===== config.mk =====
export PLATFORM = sky130hd
export DESIGN_NAME = if_demod_serial_control_regs
export DESIGN_NICKNAME = d
export VERILOG_FILES = /design/src/core/demod_regs_pkg.sv /design/src/core/if_demod_serial_control_regs.sv /design/src/core/sync_two_ff.sv
export VERILOG_INCLUDE_DIRS = /design/src /design/src/core
export SDC_FILE = /design/constraint.sdc
export NUM_CORES = 1
export LEC_CHECK = 0
export BUFFER_PORTS_ARGS = -buffer_cell sky130_fd_sc_hd__buf_2
export CAP_MARGIN = 5
export CELL_PAD_IN_SITES_DETAIL_PLACEMENT = 0
export CELL_PAD_IN_SITES_GLOBAL_PLACEMENT = 1
export CORE_MARGIN = 4
export CORE_UTILIZATION = 48
export CTS_CLUSTER_DIAMETER = 120
export DETAILED_ROUTE_END_ITERATION = 12
export PLACE_DENSITY = 0.84
export SYNTH_ARGS = -nofsm -noshare
export SYNTH_HDL_FRONTEND = slang
export SYNTH_SLANG_ARGS = --single-unit
export TNS_END_PERCENT = 1

===== constraint.sdc =====
create_clock -name clk -period 5.7 [get_ports clk]
set_input_delay 0.855 -clock clk [delete_from_list [all_inputs] [get_ports clk]]
set_output_delay 0.855 -clock clk [all_outputs]
set_load 0.05 [all_outputs]

===== src/core/demod_regs_defs.svh =====
// offsets, field positions, reset values and timing counts of the register bank
`ifndef DEMOD_REGS_DEFS_SVH
`define DEMOD_REGS_DEFS_SVH
// slave address: fixed bits, strap-driven bits
`define ADDR_BASE 7'h42
`define STD_SLAVE_ADDR 7'h43
`define ADDR_A3_BIT 3
`define ADDR_A0_BIT 0
// register index values (index bits 1:0)
`define IDX_SWITCH 2'h0
`define IDX_ADJUST 2'h1
`define IDX_IFSEL 2'h2
`define IDX_DONE 2'h3
// reset values
`define SWITCH_RST 8'hd6
`define ADJUST_RST 8'h30
`define IFSEL_RST_OPEN 8'h04
`define IFSEL_RST_FIT 8'h00
// switching register fields
`define SW_PORT_TWO 7
`define SW_PORT_ONE 6
`define SW_MUTE 5
`define SW_MOD_HI 4
`define SW_MOD_LO 3
`define SW_CARRIER 2
`define SW_AUTOMUTE 1
`define SW_TRAP 0
// adjust register fields
`define ADJ_GAIN_CUT 7
`define ADJ_TC_SEL 6
`define ADJ_DEEMPH 5
`define ADJ_TOP_HI 4
// frequency/data register fields
`define IFS_AGC_FEAT 7
`define IFS_LGATE 6
`define IFS_MIN_GAIN 5
`define IFS_VIF_HI 4
`define IFS_VIF_LO 2
`define IFS_SIF_HI 1
// serial bus timing: fastest clock and the clk cycles in one of its periods
`define SCL_MAX_KHZ 400
`define CLK_MHZ 25
`define SCL_PERIOD_CYC ((`CLK_MHZ * 1000) / `SCL_MAX_KHZ)
// cycles after reset release before straps are taken (two sync stages plus one)
`define STRAP_WAIT 2'h3
// bits per byte on the serial bus
`define BYTE_BITS 4'h8
`define LAST_BIT 3'h7
`endif


===== src/core/demod_regs_pkg.sv =====
// types shared by the register bank and its users
package demod_regs_pkg;
  typedef enum logic [3:0] {
    ST_IDLE = 4'b0000,
    ST_ADDR = 4'b0001,
    ST_ADDR_ACK = 4'b0010,
    ST_INDEX = 4'b0011,
    ST_INDEX_ACK = 4'b0100,
    ST_DATA = 4'b0101,
    ST_DATA_ACK = 4'b0110,
    ST_READ = 4'b0111,
    ST_READ_ACK = 4'b1000
  } slave_state_e;

  typedef enum logic [1:0] {
    AGC_NORMAL = 2'b00,
    AGC_MIN_GAIN = 2'b01,
    AGC_OUT_PORT_TWO = 2'b10,
    AGC_EXT_IN_PORT_ONE = 2'b11
  } agc_mode_e;

  // analog-side status sources (asynchronous to clk)
  typedef struct packed {
    logic freq_window_flag;
    logic input_level_flag;
    logic sound_carrier_found;
    logic [3:0] freq_offset_code;
  } analog_status_s;

  // decoded control towards the analog blocks
  typedef struct packed {
    logic out_port_two;
    logic out_port_one;
    logic forced_mute;
    logic [1:0] modulation;
    logic split_sound_mode;
    logic auto_mute_en;
    logic trap_bypass;
    logic audio_gain_cut;
    logic deemph_tc_sel;
    logic deemph_en;
    logic [4:0] takeover_point;
    logic agc_port_feature;
    logic l_gating_sel;
    logic min_gain_sel;
    logic [2:0] vision_if_sel;
    logic [1:0] sound_if_sel;
    agc_mode_e agc_mode;
  } ctrl_out_s;

  // whole state of the register bank
  typedef struct packed {
    logic scl_prev_r;
    logic sda_prev_r;
    logic strap_ok_r;
    logic [1:0] strap_cnt_r;
    logic addr_a0_r;
    logic addr_a3_r;
    slave_state_e state_r;
    logic [3:0] bit_cnt_r;
    logic [7:0] shift_r;
    logic read_dir_r;
    logic acked_r;
    logic [1:0] register_index_r;
    logic sda_oe_r;
    logic power_up_flag_r;
    logic [7:0] tv_switching_ctrl_r;
    logic [7:0] adjust_ctrl_r;
    logic [7:0] if_select_ctrl_r;
    agc_mode_e agc_mode_r;
  } bank_state_s;
endpackage : demod_regs_pkg


===== src/core/if_demod_serial_control_regs.sv =====
// serial-bus slave register bank of the IF demodulator
// Behaviour
// - answer only to one of 0x43, 0x42, 0x4B, 0x4A; 0x43 is standard
// - address bit A0 from sound-out strap, A3 from sound-input straps
// - bus runs correctly up to 400 kHz serial clock; master stays below
// - status byte repeats while master acks; master ends with nack, stop
// - status bit 7 high while oscillator is inside the 1.6 MHz window
// - status bit 6 shows high input level, bit 5 shows carrier found
// - status bits 4:1 give frequency offset code in 25 kHz steps
// - status bit 0 set by power-on or supply failure, cleared by read
// - second write byte is index; bits 1:0 pick switching, adjust, frequency
// - index bits 6 to 2 are ignored when decoding
// - further data bytes go to the next register in fixed order
// - switching bits 7 and 6 drive ports two and one
// - switching bit 5 forces mute, bit 1 enables auto mute
// - switching bits 4:3 select modulation: 00 positive, 10 negative
// - switching bit 2 selects split sound, bit 0 bypasses trap
// - adjust bit 7 cuts gain, bit 6 picks time constant, bit 5 de-emphasis
// - adjust bits 4:0 set takeover point, offset binary in 1 dB steps
// - frequency bit 6 selects L-standard gating level
// - with switching bit 3 low, bits 7 and 5 choose the AGC mode
// - frequency bits 4:2 select the vision IF
// - frequency bits 1:0 select the second sound IF
// - reset loads 0xD6, 0x30, and 0x00 or 0x04 by strap
`timescale 1ns/1ps
`include "demod_regs_defs.svh"
module if_demod_serial_control_regs (
  input wire logic clk,
  input wire logic reset_n,
  input wire logic scl_pin,
  input wire logic sda_in,
  output logic sda_out,
  output logic sda_oe,
  input wire logic sound_out_addr_pin,
  input wire logic sound_input_pin_a,
  input wire logic sound_input_pin_b,
  input wire logic supply_fail,
  input wire demod_regs_pkg::analog_status_s demod_status_in,
  output logic power_up_flag,
  output demod_regs_pkg::ctrl_out_s ctrl
);
  import demod_regs_pkg::*;

  //////////////////////////////////////////////////////////////////////////////
  // synchronised pins

  localparam int SYNC_W = 13;
  logic [SYNC_W-1:0] pins_raw;
  logic [SYNC_W-1:0] pins_s;
  logic scl_s;
  logic sda_s;
  logic sio_s;
  logic sif_a_s;
  logic sif_b_s;
  logic supply_fail_s;
  analog_status_s stat_s;

  // bus lines idle high, straps idle open (high)
  assign pins_raw = {scl_pin, sda_in, sound_out_addr_pin, sound_input_pin_a,
                     sound_input_pin_b, supply_fail, demod_status_in};

  sync_two_ff #(
    .WIDTH(SYNC_W),
    .RST_VAL(13'h1f00)
  ) u_pin_sync (
    .clk(clk),
    .reset_n(reset_n),
    .d(pins_raw),
    .q(pins_s)
  );

  // split the synchronised vector back into named lines
  assign {scl_s, sda_s, sio_s, sif_a_s, sif_b_s, supply_fail_s, stat_s} = pins_s;

  //////////////////////////////////////////////////////////////////////////////
  // state

  bank_state_s st_r;
  bank_state_s st_nxt;
  logic scl_rise;
  logic scl_fall;
  logic bus_start;
  logic bus_stop;
  logic [6:0] my_addr;
  logic [7:0] status_byte;
  logic bit_in;
  logic byte_done;
  logic addr_match;

  // edge and condition detection; a few cycles of lag is nothing beside a 400 kHz bit
  assign scl_rise = scl_s & ~st_r.scl_prev_r;
  assign scl_fall = ~scl_s & st_r.scl_prev_r;
  assign bus_start = scl_s & st_r.scl_prev_r & st_r.sda_prev_r & ~sda_s;
  assign bus_stop = scl_s & st_r.scl_prev_r & ~st_r.sda_prev_r & sda_s;

  // byte framing: a bit is taken on a rise, the byte is done at the fall after eight
  assign bit_in = scl_rise & (st_r.bit_cnt_r != `BYTE_BITS);
  assign byte_done = scl_fall & (st_r.bit_cnt_r == `BYTE_BITS);
  assign addr_match = (st_r.shift_r[7:1] == my_addr);

  // slave address from the two captured strap bits
  always_comb begin
    my_addr = `ADDR_BASE;
    my_addr[`ADDR_A3_BIT] = st_r.addr_a3_r;
    my_addr[`ADDR_A0_BIT] = st_r.addr_a0_r;
  end

  // live status byte; analog flags pass straight through their sync stages
  assign status_byte = {stat_s.freq_window_flag,
                        stat_s.input_level_flag,
                        stat_s.sound_carrier_found,
                        stat_s.freq_offset_code,
                        st_r.power_up_flag_r};

  //////////////////////////////////////////////////////////////////////////////
  // next-state logic

  always_comb begin
    st_nxt = st_r;
    // line history for edge and condition detection
    st_nxt.scl_prev_r = scl_s;
    st_nxt.sda_prev_r = sda_s;

    // straps are taken once the sync stages hold real pin levels
    if (!st_r.strap_ok_r) begin
      st_nxt.strap_cnt_r = st_r.strap_cnt_r + 2'h1;
      if (st_r.strap_cnt_r == `STRAP_WAIT) begin
        st_nxt.strap_ok_r = 1'b1;
        st_nxt.addr_a0_r = sio_s; // resistor pulls low: A0 cleared
        st_nxt.addr_a3_r = ~sif_a_s & ~sif_b_s; // resistor on both: A3 set
        st_nxt.if_select_ctrl_r = sio_s ? `IFSEL_RST_OPEN : `IFSEL_RST_FIT;
      end
    end else if (bus_stop) begin
      // stop ends any transfer and frees the data line
      st_nxt.state_r = ST_IDLE;
      st_nxt.sda_oe_r = 1'b0;
    end else if (bus_start) begin
      // start or repeated start: expect an address byte
      st_nxt.state_r = ST_ADDR;
      st_nxt.bit_cnt_r = 4'h0;
      st_nxt.sda_oe_r = 1'b0;
    end else begin
      case (st_r.state_r)
        // bus free or not addressed: keep off the data line
        ST_IDLE: begin
          st_nxt.sda_oe_r = 1'b0;
        end

        // receiving a byte: sample on rising clock, act on falling after eight
        ST_ADDR, ST_INDEX, ST_DATA: begin
          if (bit_in) begin
            st_nxt.shift_r = {st_r.shift_r[6:0], sda_s};
            st_nxt.bit_cnt_r = st_r.bit_cnt_r + 4'h1;
          end else if (byte_done) begin
            st_nxt.bit_cnt_r = 4'h0;
            if (st_r.state_r == ST_ADDR) begin
              if (addr_match) begin
                st_nxt.sda_oe_r = 1'b1;
                st_nxt.read_dir_r = st_r.shift_r[0];
                st_nxt.state_r = ST_ADDR_ACK;
              end else begin
                st_nxt.state_r = ST_IDLE; // not ours: stay off the bus
              end
            end else if (st_r.state_r == ST_INDEX) begin
              // only bits 1:0 steer; bit 7 is never sent set
              st_nxt.register_index_r = st_r.shift_r[1:0];
              st_nxt.sda_oe_r = 1'b1;
              st_nxt.state_r = ST_INDEX_ACK;
            end else begin
              // store at index and step on; past the last, discard
              case (st_r.register_index_r)
                `IDX_SWITCH: begin
                  st_nxt.tv_switching_ctrl_r = st_r.shift_r;
                  st_nxt.register_index_r = `IDX_ADJUST;
                end
                `IDX_ADJUST: begin
                  st_nxt.adjust_ctrl_r = st_r.shift_r;
                  st_nxt.register_index_r = `IDX_IFSEL;
                end
                `IDX_IFSEL: begin
                  st_nxt.if_select_ctrl_r = st_r.shift_r;
                  st_nxt.register_index_r = `IDX_DONE;
                end
                default: begin
                  st_nxt.register_index_r = `IDX_DONE;
                end
              endcase
              st_nxt.sda_oe_r = 1'b1; // every data byte is acked
              st_nxt.state_r = ST_DATA_ACK;
            end
          end
        end

        // holding ack low through one clock pulse
        ST_ADDR_ACK, ST_INDEX_ACK, ST_DATA_ACK: begin
          if (scl_fall) begin
            st_nxt.bit_cnt_r = 4'h0;
            if (st_r.state_r == ST_ADDR_ACK && st_r.read_dir_r) begin
              st_nxt.shift_r = status_byte;
              st_nxt.sda_oe_r = ~status_byte[7];
              st_nxt.state_r = ST_READ;
            end else begin
              st_nxt.sda_oe_r = 1'b0;
              st_nxt.state_r = (st_r.state_r == ST_ADDR_ACK) ? ST_INDEX : ST_DATA;
            end
          end
        end

        // shifting the status byte out, msb first, a bit per falling edge
        ST_READ: begin
          if (scl_fall) begin
            // the eighth fall hands the line back for the master's answer
            if (st_r.bit_cnt_r[2:0] == `LAST_BIT) begin
              st_nxt.sda_oe_r = 1'b0;
              st_nxt.acked_r = 1'b0;
              st_nxt.state_r = ST_READ_ACK;
            end else begin
              st_nxt.shift_r = {st_r.shift_r[6:0], 1'b0};
              st_nxt.sda_oe_r = ~st_r.shift_r[6];
              st_nxt.bit_cnt_r = st_r.bit_cnt_r + 4'h1;
            end
          end
        end

        // master ack repeats the status byte; nack ends the read
        ST_READ_ACK: begin
          if (scl_rise) begin
            // cleared at the answer slot, so a final nack still counts as read
            st_nxt.power_up_flag_r = 1'b0; // byte fully read
            if (sda_s) begin
              st_nxt.state_r = ST_IDLE;
            end else begin
              st_nxt.acked_r = 1'b1;
            end
          end else if (scl_fall && st_r.acked_r) begin
            st_nxt.bit_cnt_r = 4'h0;
            st_nxt.shift_r = status_byte;
            st_nxt.sda_oe_r = ~status_byte[7];
            st_nxt.state_r = ST_READ;
          end
        end

        // unused state codes fall back to idle
        default: begin
          st_nxt.state_r = ST_IDLE;
          st_nxt.sda_oe_r = 1'b0;
        end
      endcase
    end

    // supply failure sets the flag and wins over a read clear
    if (supply_fail_s) begin
      st_nxt.power_up_flag_r = 1'b1;
    end

    // AGC and port function from the new register values
    if (st_nxt.tv_switching_ctrl_r[`SW_MOD_LO]) begin
      st_nxt.agc_mode_r = AGC_NORMAL;
    end else begin
      case ({st_nxt.if_select_ctrl_r[`IFS_AGC_FEAT], st_nxt.if_select_ctrl_r[`IFS_MIN_GAIN]})
        2'b00: begin
          st_nxt.agc_mode_r = AGC_NORMAL; // both pins keep their port function
        end
        2'b01: begin
          st_nxt.agc_mode_r = AGC_MIN_GAIN;
        end
        2'b10: begin
          st_nxt.agc_mode_r = AGC_OUT_PORT_TWO; // port two carries the agc output
        end
        default: begin
          st_nxt.agc_mode_r = AGC_EXT_IN_PORT_ONE; // port one takes external agc
        end
      endcase
    end
  end

  //////////////////////////////////////////////////////////////////////////////
  // state register

  // reset loads defaults and sets the power-up flag
  always_ff @(posedge clk) begin
    if (!reset_n) begin
      // bus side starts from an idle, released bus
      st_r.scl_prev_r <= 1'b1;
      st_r.sda_prev_r <= 1'b1;
      st_r.state_r <= ST_IDLE;
      st_r.bit_cnt_r <= 4'h0;
      st_r.shift_r <= 8'h00;
      st_r.read_dir_r <= 1'b0;
      st_r.acked_r <= 1'b0;
      st_r.register_index_r <= `IDX_SWITCH;
      st_r.sda_oe_r <= 1'b0;

      // straps not yet taken: address held at the standard one, bus ignored meanwhile
      st_r.strap_ok_r <= 1'b0;
      st_r.strap_cnt_r <= 2'h0;
      st_r.addr_a0_r <= 1'b1;
      st_r.addr_a3_r <= 1'b0;

      // control defaults, power-up flag set
      st_r.power_up_flag_r <= 1'b1;
      st_r.tv_switching_ctrl_r <= `SWITCH_RST;
      st_r.adjust_ctrl_r <= `ADJUST_RST;
      st_r.if_select_ctrl_r <= `IFSEL_RST_OPEN;
      st_r.agc_mode_r <= AGC_NORMAL;
    end else begin
      st_r <= st_nxt;
    end
  end

  //////////////////////////////////////////////////////////////////////////////
  // outputs

  // open-drain data line: only ever pulled low
  assign sda_out = 1'b0;
  assign sda_oe = st_r.sda_oe_r;

  // status bit 0 also leaves as a plain level
  assign power_up_flag = st_r.power_up_flag_r;

  // switching register fields
  assign ctrl.out_port_two = st_r.tv_switching_ctrl_r[`SW_PORT_TWO];
  assign ctrl.out_port_one = st_r.tv_switching_ctrl_r[`SW_PORT_ONE];
  assign ctrl.forced_mute = st_r.tv_switching_ctrl_r[`SW_MUTE];
  assign ctrl.modulation = st_r.tv_switching_ctrl_r[`SW_MOD_HI:`SW_MOD_LO];
  assign ctrl.split_sound_mode = st_r.tv_switching_ctrl_r[`SW_CARRIER];
  assign ctrl.auto_mute_en = st_r.tv_switching_ctrl_r[`SW_AUTOMUTE];
  assign ctrl.trap_bypass = st_r.tv_switching_ctrl_r[`SW_TRAP];

  // adjust register fields
  assign ctrl.audio_gain_cut = st_r.adjust_ctrl_r[`ADJ_GAIN_CUT];
  assign ctrl.deemph_tc_sel = st_r.adjust_ctrl_r[`ADJ_TC_SEL];
  assign ctrl.deemph_en = st_r.adjust_ctrl_r[`ADJ_DEEMPH];
  assign ctrl.takeover_point = st_r.adjust_ctrl_r[`ADJ_TOP_HI:0];

  // frequency/data register fields
  assign ctrl.agc_port_feature = st_r.if_select_ctrl_r[`IFS_AGC_FEAT];
  assign ctrl.l_gating_sel = st_r.if_select_ctrl_r[`IFS_LGATE];
  assign ctrl.min_gain_sel = st_r.if_select_ctrl_r[`IFS_MIN_GAIN];
  assign ctrl.vision_if_sel = st_r.if_select_ctrl_r[`IFS_VIF_HI:`IFS_VIF_LO];
  assign ctrl.sound_if_sel = st_r.if_select_ctrl_r[`IFS_SIF_HI:0];
  assign ctrl.agc_mode = st_r.agc_mode_r;
endmodule : if_demod_serial_control_regs


===== src/core/sync_two_ff.sv =====
// two flip-flop synchroniser for a group of asynchronous inputs
`timescale 1ns/1ps
module sync_two_ff #(
  parameter int WIDTH = 1,
  parameter logic [WIDTH-1:0] RST_VAL = '0
) (
  input wire logic clk,
  input wire logic reset_n,
  input wire logic [WIDTH-1:0] d,
  output logic [WIDTH-1:0] q
);
  typedef struct packed {
    logic [WIDTH-1:0] s1_r;
    logic [WIDTH-1:0] s2_r;
  } sync_state_s;

  sync_state_s st_r;
  sync_state_s st_nxt;

  // first stage feeds only the second
  always_comb begin
    st_nxt = st_r;
    st_nxt.s1_r = d;
    st_nxt.s2_r = st_r.s1_r;
  end

  // register with synchronous reset
  always_ff @(posedge clk) begin
    if (!reset_n) begin
      st_r <= {RST_VAL, RST_VAL};
    end else begin
      st_r <= st_nxt;
    end
  end

  assign q = st_r.s2_r;
endmodule : sync_two_ff


==> results of run 1 <==
[registers in the layout (all words and copies together) (netlist names)]
| signal | count |
|---|---|
| ctrl | 26 |
| sda_oe | 1 |
| power_up_flag | 1 |
| st_r | 25 |
| u_pin_sync.st_nxt | 13 |
| u_pin_sync.q | 13 |
| my_addr | 2 |
[where the power goes]
group	internal, mW	total [mW]	leakage, nW	switching [mW]
Clock	0.197	0.405	0.0956	0.208
Combinational	0.0240	0.0613	1.01	0.0373
Sequential	0.581	0.592	0.660	0.0108
[metrics by stage]
step	setup slack, ns	utilization	total power [mW]	area [um2]
after floorplan	3.68	-	0.655	3880
after global placement	3.14	0.501	0.667	3920
after detailed placement	3.10	0.501	0.668	3920
after CTS	3.22	0.527	1.08	4110
after global routing	2.96	0.527	1.11	4110
final	3.21	0.527	1.06	4110
[metal layers]
layer,share of wire,up-vias,wire (um)
met1,0.49,1278,3630
met4,0.015,0,112
met3,0.051,12,379
li1,-,1403,-
met2,0.45,68,3340
met5,0,-,0
[layout make-up]
type	instances	area, um2
clock buffer	12	165
clock inverter	4	32.5
fill	748	3690
inverter	10	37.5
multi-input combinational	271	1910
sequential	81	1620
tap	102	128
timing repair buffer	43	218
[cell usage after synthesis, types with 2 or more instances]
library cell and count:
xor2_1 4, buf_6 2, dfxtp_1 81, inv_1 10, a2bb2oi_1 2, o21a_1 3, o211a_1 9, ha_1 4
and2_1 21, nand2b_1 14, or3_1 3, nand3_1 23, and4b_1 3, nor2_1 12, nand4_1 2, buf_4 27
o31a_1 2, o211ai_1 5, buf_2 7, nand2_1 38, a21boi_0 8, nor3_4 3, clkbuf_1 14, a21oi_1 12
nor3_1 4, o31ai_1 2, and2b_1 2, nor2b_1 19, nand3b_1 3, mux2i_1 27, o21ai_0 13
[kinds of logic after synthesis]
kind of cell | share of synthesized area
muxes | 0.0696
DFF | 0.418
xor gates and xnor gates | 0.0113
buffers and inverters | 0.0902
adders and majority gates | 0.0155
and+or+nand+nor | 0.260
AOI/OAI and AO/OA | 0.134
other | 0.000966
[path summary, 6_finish.rpt]
path	endpoint	cells after the start
max	st_r[32]$_SDFFE_PN0P_	6
min	u_pin_sync.q[11]$_SDFF_PN1_	1
max reg2reg	st_r[32]$_SDFFE_PN0P_	6
min reg2reg	u_pin_sync.q[11]$_SDFF_PN1_	1
==> metrics.txt, run 1 <==
CP max stage delay=0.55 ns; Startpoint Class=register; Die Footprint=0.00959 mm2; post-synthesis instance area=0.00388 mm2; Yosys Warn Count=0; DR iter-0 viols=181; Data arrival, critical path=2.74 ns; Power Density=257 mW/mm2; Clock Sinks=81; Buf/Inv on CP=0; critical path peak fanout=20; DP HPWL=5310 um; chip width=97.9 um; commonest non-fill, non-tap cell in the layout=dfxtp_1; wirelength, routed=7460 um; Die Y=97.9 um; period utilisation layout=0.436; Hold Crit Start=u_pin_sync.st_nxt[11]$_SDFF_PN1_; ANT nets after route=0; Worst EP required=5.95 ns; IO Pins=44; Initial Util=0.497; Slew HR=0.553; fin cells=523; Min Hold Slack=0.408 ns; GR Layer Usage met3=0.0436; H-tree levels=3; Synth Flop Type=dfxtp_1; worst-skew pair later-pin latency=0.35 ns; Routed WL per cell=14.3 um; vias post-DR=2761; Site Rows=32; # diodes=0; setup violators final=0; layout cells sized above 1=0.178; grt ovf=0; GR Util met1=0.227; final hold violations=0; #FFs+latches synth=81; slew at the pin closest to its max-slew limit=0.670 ns; fin. max-slew vios=0; total core area=0.00781 mm2; Syn-to-layout area delta=5.93%; EDFF count, synth=0; Setup CP Type=reg2reg; Final Wtd Congestion=0.872; initial antenna violation count=0; unrepaired setup endpoints after global routing=false; largest net degree at the start of global routing=44; CP Capture Type=register; FFs w/ async S/R, synth=0; via-per-instance ratio=5.28; top post-synthesis cells by area=dfxtp_1 42%, mux2i_1 7.0%, buf_4 5.2%; DR DRC count=0; Post-CTS Repair Setup Buffers=0; first-pass detailed-route iteration total=4; final net count=435; Max-Cap Viols=0; setup TNS=0 ns; Reg-to-Reg Start=st_r[46]$_SDFFE_PN0P_; Critical-path top delay cell=nor4b_4; CP top delay family=simple AND/OR/NAND/NOR gates; total track usage=0.162; Synth Instances=412; dpl cells=507; Clock transition at path regs=0.08 ns; reg2reg setup slack=3.21 ns; syn_area_per_cell=9.42 um2; f_max=402 MHz; sequential-to-total area share from yosys stat=0.418; Leak Pwr=1.77 nW; status=finished, final reports clean; critical path cell sequence=nor4b_4, and3_4, o2111ai_4, nor3_4, o21ai_0, o211a_1; share of the synthesized area in the top cell type=0.418; Clk Tree Root Cell=clkbuf_8; min Tclk post-route=2.49 ns; cts repair resizes=0; distinct cell type count after synthesis=64; CTS tree=done; cell accounting for the most synthesized area=dfxtp_1; vias in the first global route=2597; CP Launch Point=st_r[46]$_SDFFE_PN0P_; Most Crowded Layer GR=met2; met2 usage in global routing=0.242; first-pass GRT wire length=12700 um; hold-fix buffer count after cts=0; syn nets=431; most frequent cells in the layout=81 x dfxtp_1, 42 x buf_2, 38 x nand2_1; Worst Clk Skew=0.00520 ns; worst hold path class=reg2reg; Port Buffer Count=42; Num CTS Buffers=9; deepest clock path buffer count=2; Peak VDD IR=0.178 mV
(Power assumes the default switching activity.)
==> inputs of run 2 (changes only) <==
- CORE_UTILIZATION: 48 -> 40
- PLACE_DENSITY: 0.84 -> 0.75
- clock period: 5.7 -> 2.2 ns (I/O delays scaled with it)
==> run 2 against run 1 <==
Effect of this change:
- global-route usage shrank 0.89 points
- clock skew increased by 0.0038 ns
- worst hold slack worse by 0.26 ns
- sequential power rose to 2.6 times the previous value
- total power grew to 2.9 times the previous value
- final cell count grew 9.2%
- setup slack worse by 3.1 ns
- flip-flop and latch count unchanged
- wire length rose by 10%
- final area increased by 6.5%
- largest cell class unchanged
- highest routed layer unchanged
==> metrics.txt, run 2 (synthesis gave the netlist of run 1 again) <==
net load switching power=712 uW; DP HPWL=6050 um; fillcell total=882; DR DRC count=0; dpl cells=554; placed inst area=0.00411 mm2; ANT nets after route=0; final hold violations=0; Initial Util=0.416; Num CTS Buffers=9; Startpoint Class=register; wirelength, routed=8240 um; Syn-to-layout area delta=12.8%; IO Pins=44; Routed WL per cell=14.4 um; total track usage=0.153; CP Capture Type=register; switching share of power=0.232; worst hold stages=2; critical path peak fanout=6; fin cells=571; f_max=479 MHz; worst hold path class=in2reg; largest net degree at the start of global routing=25; fin. max-slew vios=0; Data arrival, critical path=2.37 ns; Peak VDD IR=0.354 mV; # diodes=0; Min Hold Slack=0.152 ns; max FFs per register=26; Final WS setup=0.111 ns; hold-fix buffer count after cts=0; Worst EP required=2.49 ns; setup violators final=0; Clk Tree Root Cell=clkbuf_8; Final Wtd Congestion=0.854; Power Density=700 mW/mm2; setup TNS=0 ns; H-tree levels=3; most frequent cells in the layout=79 x dfxtp_1, 42 x buf_2, 38 x nand2_1; total core area=0.00933 mm2; min Tclk post-route=2.09 ns; status=finished, final reports clean; total power=3.07 mW; initial antenna violation count=0; DR iter-0 viols=72; Final Util=0.470; Logic pwr share=0.059; clock share of power=0.443; Die Y=107 um; vias in the first global route=2686; unrepaired setup endpoints after global routing=false; Worst Reg-to-Reg Cells=5; storage element area=0.00162 mm2; first-pass GRT wire length=13800 um; Place WS=0.0947 ns; Clock transition at path regs=0.09 ns; grt ovf=0; register share of total power=0.498; CTS tree=done; internal power=2.35 mW; Die Footprint=0.0113 mm2; vias post-DR=2815; Max-Cap Viols=0; Setup CP Type=reg2reg; Site Rows=35; fin area=0.00438 mm2; Leak Pwr=1.91 nW; period utilisation layout=0.949; Worst Clk Skew=0.00899 ns; via-per-instance ratio=4.93; first-pass detailed-route iteration total=4; Clock Sinks=81; worst-skew pair later-pin latency=0.35 ns; deepest clock path buffer count=2; area of the multi-input gates=0.00192 mm2; final net count=456; chip width=107 um; Port Buffer Count=42; commonest non-fill, non-tap cell in the layout=dfxtp_1; layout cells sized above 1=0.224
-- run 2: power by group through the flow --
stage	clock network [mW]	logic, mW	registers, mW
CTS	1.40	0.182	1.53
global route	1.46	0.201	1.53
floorplan	0	0.144	1.55
detailed placement	0	0.182	1.56
finish	1.36	0.180	1.53
global placement	0	0.179	1.56
-- run 2: layout make-up --
cell class / count / area share
clock buffer: 9 / 0.0283
clock inverter: 7 / 0.0297
inverter: 10 / 0.00857
multi-input combinational: 271 / 0.437
sequential: 81 / 0.371
tap: 129 / 0.0368
timing repair buffer: 64 / 0.0885
-- run 2: per-layer routing --
| metal | share of wire | global-route usage | vias to the layer above |
|---|---|---|---|
| met5 | 0 | 0 | - |
| met4 | 0.0089 | 0.0438 | 0 |
| met3 | 0.036 | 0.0389 | 4 |
| met2 | 0.45 | 0.235 | 52 |
| met1 | 0.50 | 0.213 | 1307 |
| li1 | - | - | 1452 |
-- run 2: repair_timing --
item	in CTS	in global routing
gates resized for setup	0	3
setup endpoints to repair	0	20
setup buffers	0	1
-- run 2: path summary, 6_finish.rpt --
kind / startpoint / endpoint / slack, ns
worst min-delay path: scl_pin / u_pin_sync.st_nxt[12]$_SDFF_PN1_ / 0.15
worst max register to register: st_r[37]$_SDFFE_PN0P_ / sda_oe$_SDFFE_PN0P_ / 0.11
worst max-delay path: st_r[37]$_SDFFE_PN0P_ / sda_oe$_SDFFE_PN0P_ / 0.11
worst min register to register: u_pin_sync.st_nxt[11]$_SDFF_PN1_ / u_pin_sync.q[11]$_SDFF_PN1_ / 0.41
-- run 2: critical path: stages, from the launching register on --
cell and delay [ns]:
dfxtp_1 0.40, or4b_4 0.58, nor4_4 0.34, o21ai_1 0.16
a2111oi_2 0.39, o21bai_1 0.16
==> inputs of run 3 (changes only) <==
- CORE_UTILIZATION: 40 -> 42
- CTS_BUF_LIST: not set -> sky130_fd_sc_hd__clkbuf_8
- PLACE_DENSITY: 0.75 -> 0.78
==> run 3 against run 2 <==
Effect of this change:
- worst hold slack lost 0.0013 ns
- wire length shrank 2.3%
- largest power group unchanged
- highest routed layer unchanged
- non-clock buffer count shrank 2
- setup slack gained 0.052 ns
- sequential share of layout area grew 0.96 points
- fmax grew 2.6%
- critical path type unchanged
- flip-flop and latch count is the same
- final area shrank 2.5%
- clock skew grew 0.0030 ns
- core utilization grew 1.3 points
==> metrics.txt, run 3 (synthesis gave the netlist of run 1 again) <==
area of the multi-input gates=0.00191 mm2; Logic pwr share=0.067; wirelength, routed=8050 um; CP Capture Type=register; setup violators final=0; commonest non-fill, non-tap cell in the layout=dfxtp_1; Worst EP required=2.45 ns; DR iter-0 viols=151; setup TNS=0 ns; worst hold path class=in2reg; unrepaired setup endpoints after global routing=false; worst-skew pair later-pin latency=0.36 ns; fin. max-slew vios=0; grt ovf=0; storage element area=0.00163 mm2; largest net degree at the start of global routing=49; final hold violations=0; Power Density=632 mW/mm2; Routed WL per cell=14.7 um; Clock transition at path regs=0.09 ns; Port Buffer Count=42; DR DRC count=0; Data arrival, critical path=2.29 ns; hold-fix buffer count after cts=0; min Tclk post-route=2.04 ns; H-tree levels=3; via-per-instance ratio=5.18; Die Y=104 um; Setup CP Type=reg2reg; fillcell total=837; vias in the first global route=2688; internal power=2.00 mW; clock share of power=0.368; f_max=491 MHz; total track usage=0.151; switching share of power=0.260; # diodes=0; IO Pins=44; register share of total power=0.565; chip width=104 um; Initial Util=0.439; Final Wtd Congestion=0.875; Final Util=0.483; Post-CTS Repair Setup Buffers=0; status=finished, final reports clean; vias post-DR=2841; CTS tree=done; initial antenna violation count=0; critical path peak fanout=15; most frequent cells in the layout=78 x dfxtp_1, 42 x buf_2, 38 x nand2_1; net load switching power=702 uW; ANT nets after route=0; layout cells sized above 1=0.220; period utilisation layout=0.926; Clock Sinks=81; total core area=0.00885 mm2; first-pass GRT wire length=13500 um; Leak Pwr=1.87 nW; Clk Tree Root Cell=clkbuf_8; Die Footprint=0.0108 mm2; final net count=454; Site Rows=34; Worst Clk Skew=0.0120 ns; max FFs per register=26; Max-Cap Viols=0; first-pass detailed-route iteration total=4; Startpoint Class=register; Peak VDD IR=0.409 mV; deepest clock path buffer count=2; Num CTS Buffers=9; DP HPWL=5810 um; Syn-to-layout area delta=10.1%
[run 3: cell count changes in the layout (fill, tap and decap cells not counted), moves of 2 or more]
cell / delta
buf_4: -3
bufinv_16: -3
clkinv_2: +2
clkinv_4: +2
[run 3: repair_timing]
| action | in CTS | in global routing |
|---|---|---|
| gates resized for setup | 0 | 3 |
| endpoints found under the hold margin | 0 | 0 |
| setup endpoints to repair | 0 | 15 |
[run 3: power by group through the flow]
stage	Sequential (mW)	Combinational (mW)	Clock, mW
finish	1.53	0.181	0.993
global route	1.53	0.198	1.08
CTS	1.53	0.183	1.02
detailed placement	1.56	0.182	0
global placement	1.56	0.180	0
floorplan	1.55	0.144	0
[run 3: critical path, stage by stage, from the launching register on]
cell and delay, ns:
dfxtp_2 0.35, inv_1 0.07, ha_1 0.21, and3b_1 0.20
o211ai_1 0.35, o211ai_1 0.21, nor3_4 0.20, buf_12 0.16
nand2_1 0.07, o211a_1 0.12
[run 3: final timing paths]
kind                                                  startpoint                              end  slack (ns)  cells after the start
worst max register to register             st_r[40]$_SDFFE_PN0P_            st_r[38]$_SDFFE_PN0P_        0.16                      9
worst max-delay path                       st_r[40]$_SDFFE_PN0P_            st_r[38]$_SDFFE_PN0P_        0.16                      9
worst min register to register  u_pin_sync.st_nxt[11]$_SDFF_PN1_      u_pin_sync.q[11]$_SDFF_PN1_        0.41                      1
worst min-delay path                           sound_input_pin_a  u_pin_sync.st_nxt[9]$_SDFF_PN1_        0.15                      2
[run 3: area by class of cell]
cell class / count / share of cell area
timing repair buffer: 62 / 0.0902
inverter: 10 / 0.00878
sequential: 81 / 0.380
multi-input combinational: 271 / 0.447
tap: 108 / 0.0316
clock buffer: 9 / 0.0290
clock inverter: 7 / 0.0129
[run 3: metal layers]
| metal | track usage | share of wire |
|---|---|---|
| met5 | 0 | 0 |
| met1 | 0.208 | 0.50 |
| met4 | 0.0465 | 0.015 |
| met3 | 0.0372 | 0.039 |
| met2 | 0.234 | 0.44 |
[run 3: stage by stage]
stage	setup slack (ns)	std cells	total power, mW	hold slack, ns	cell area [um2]
after floorplan	0.183	412	1.70	0.386	3880
after global placement	0.113	532	1.74	0.392	4090
after detailed placement	0.112	532	1.74	0.392	4090
after CTS	0.0939	548	2.73	0.141	4270
after global routing	0.00588	548	2.81	0.144	4270
final	0.163	548	2.70	0.151	4270
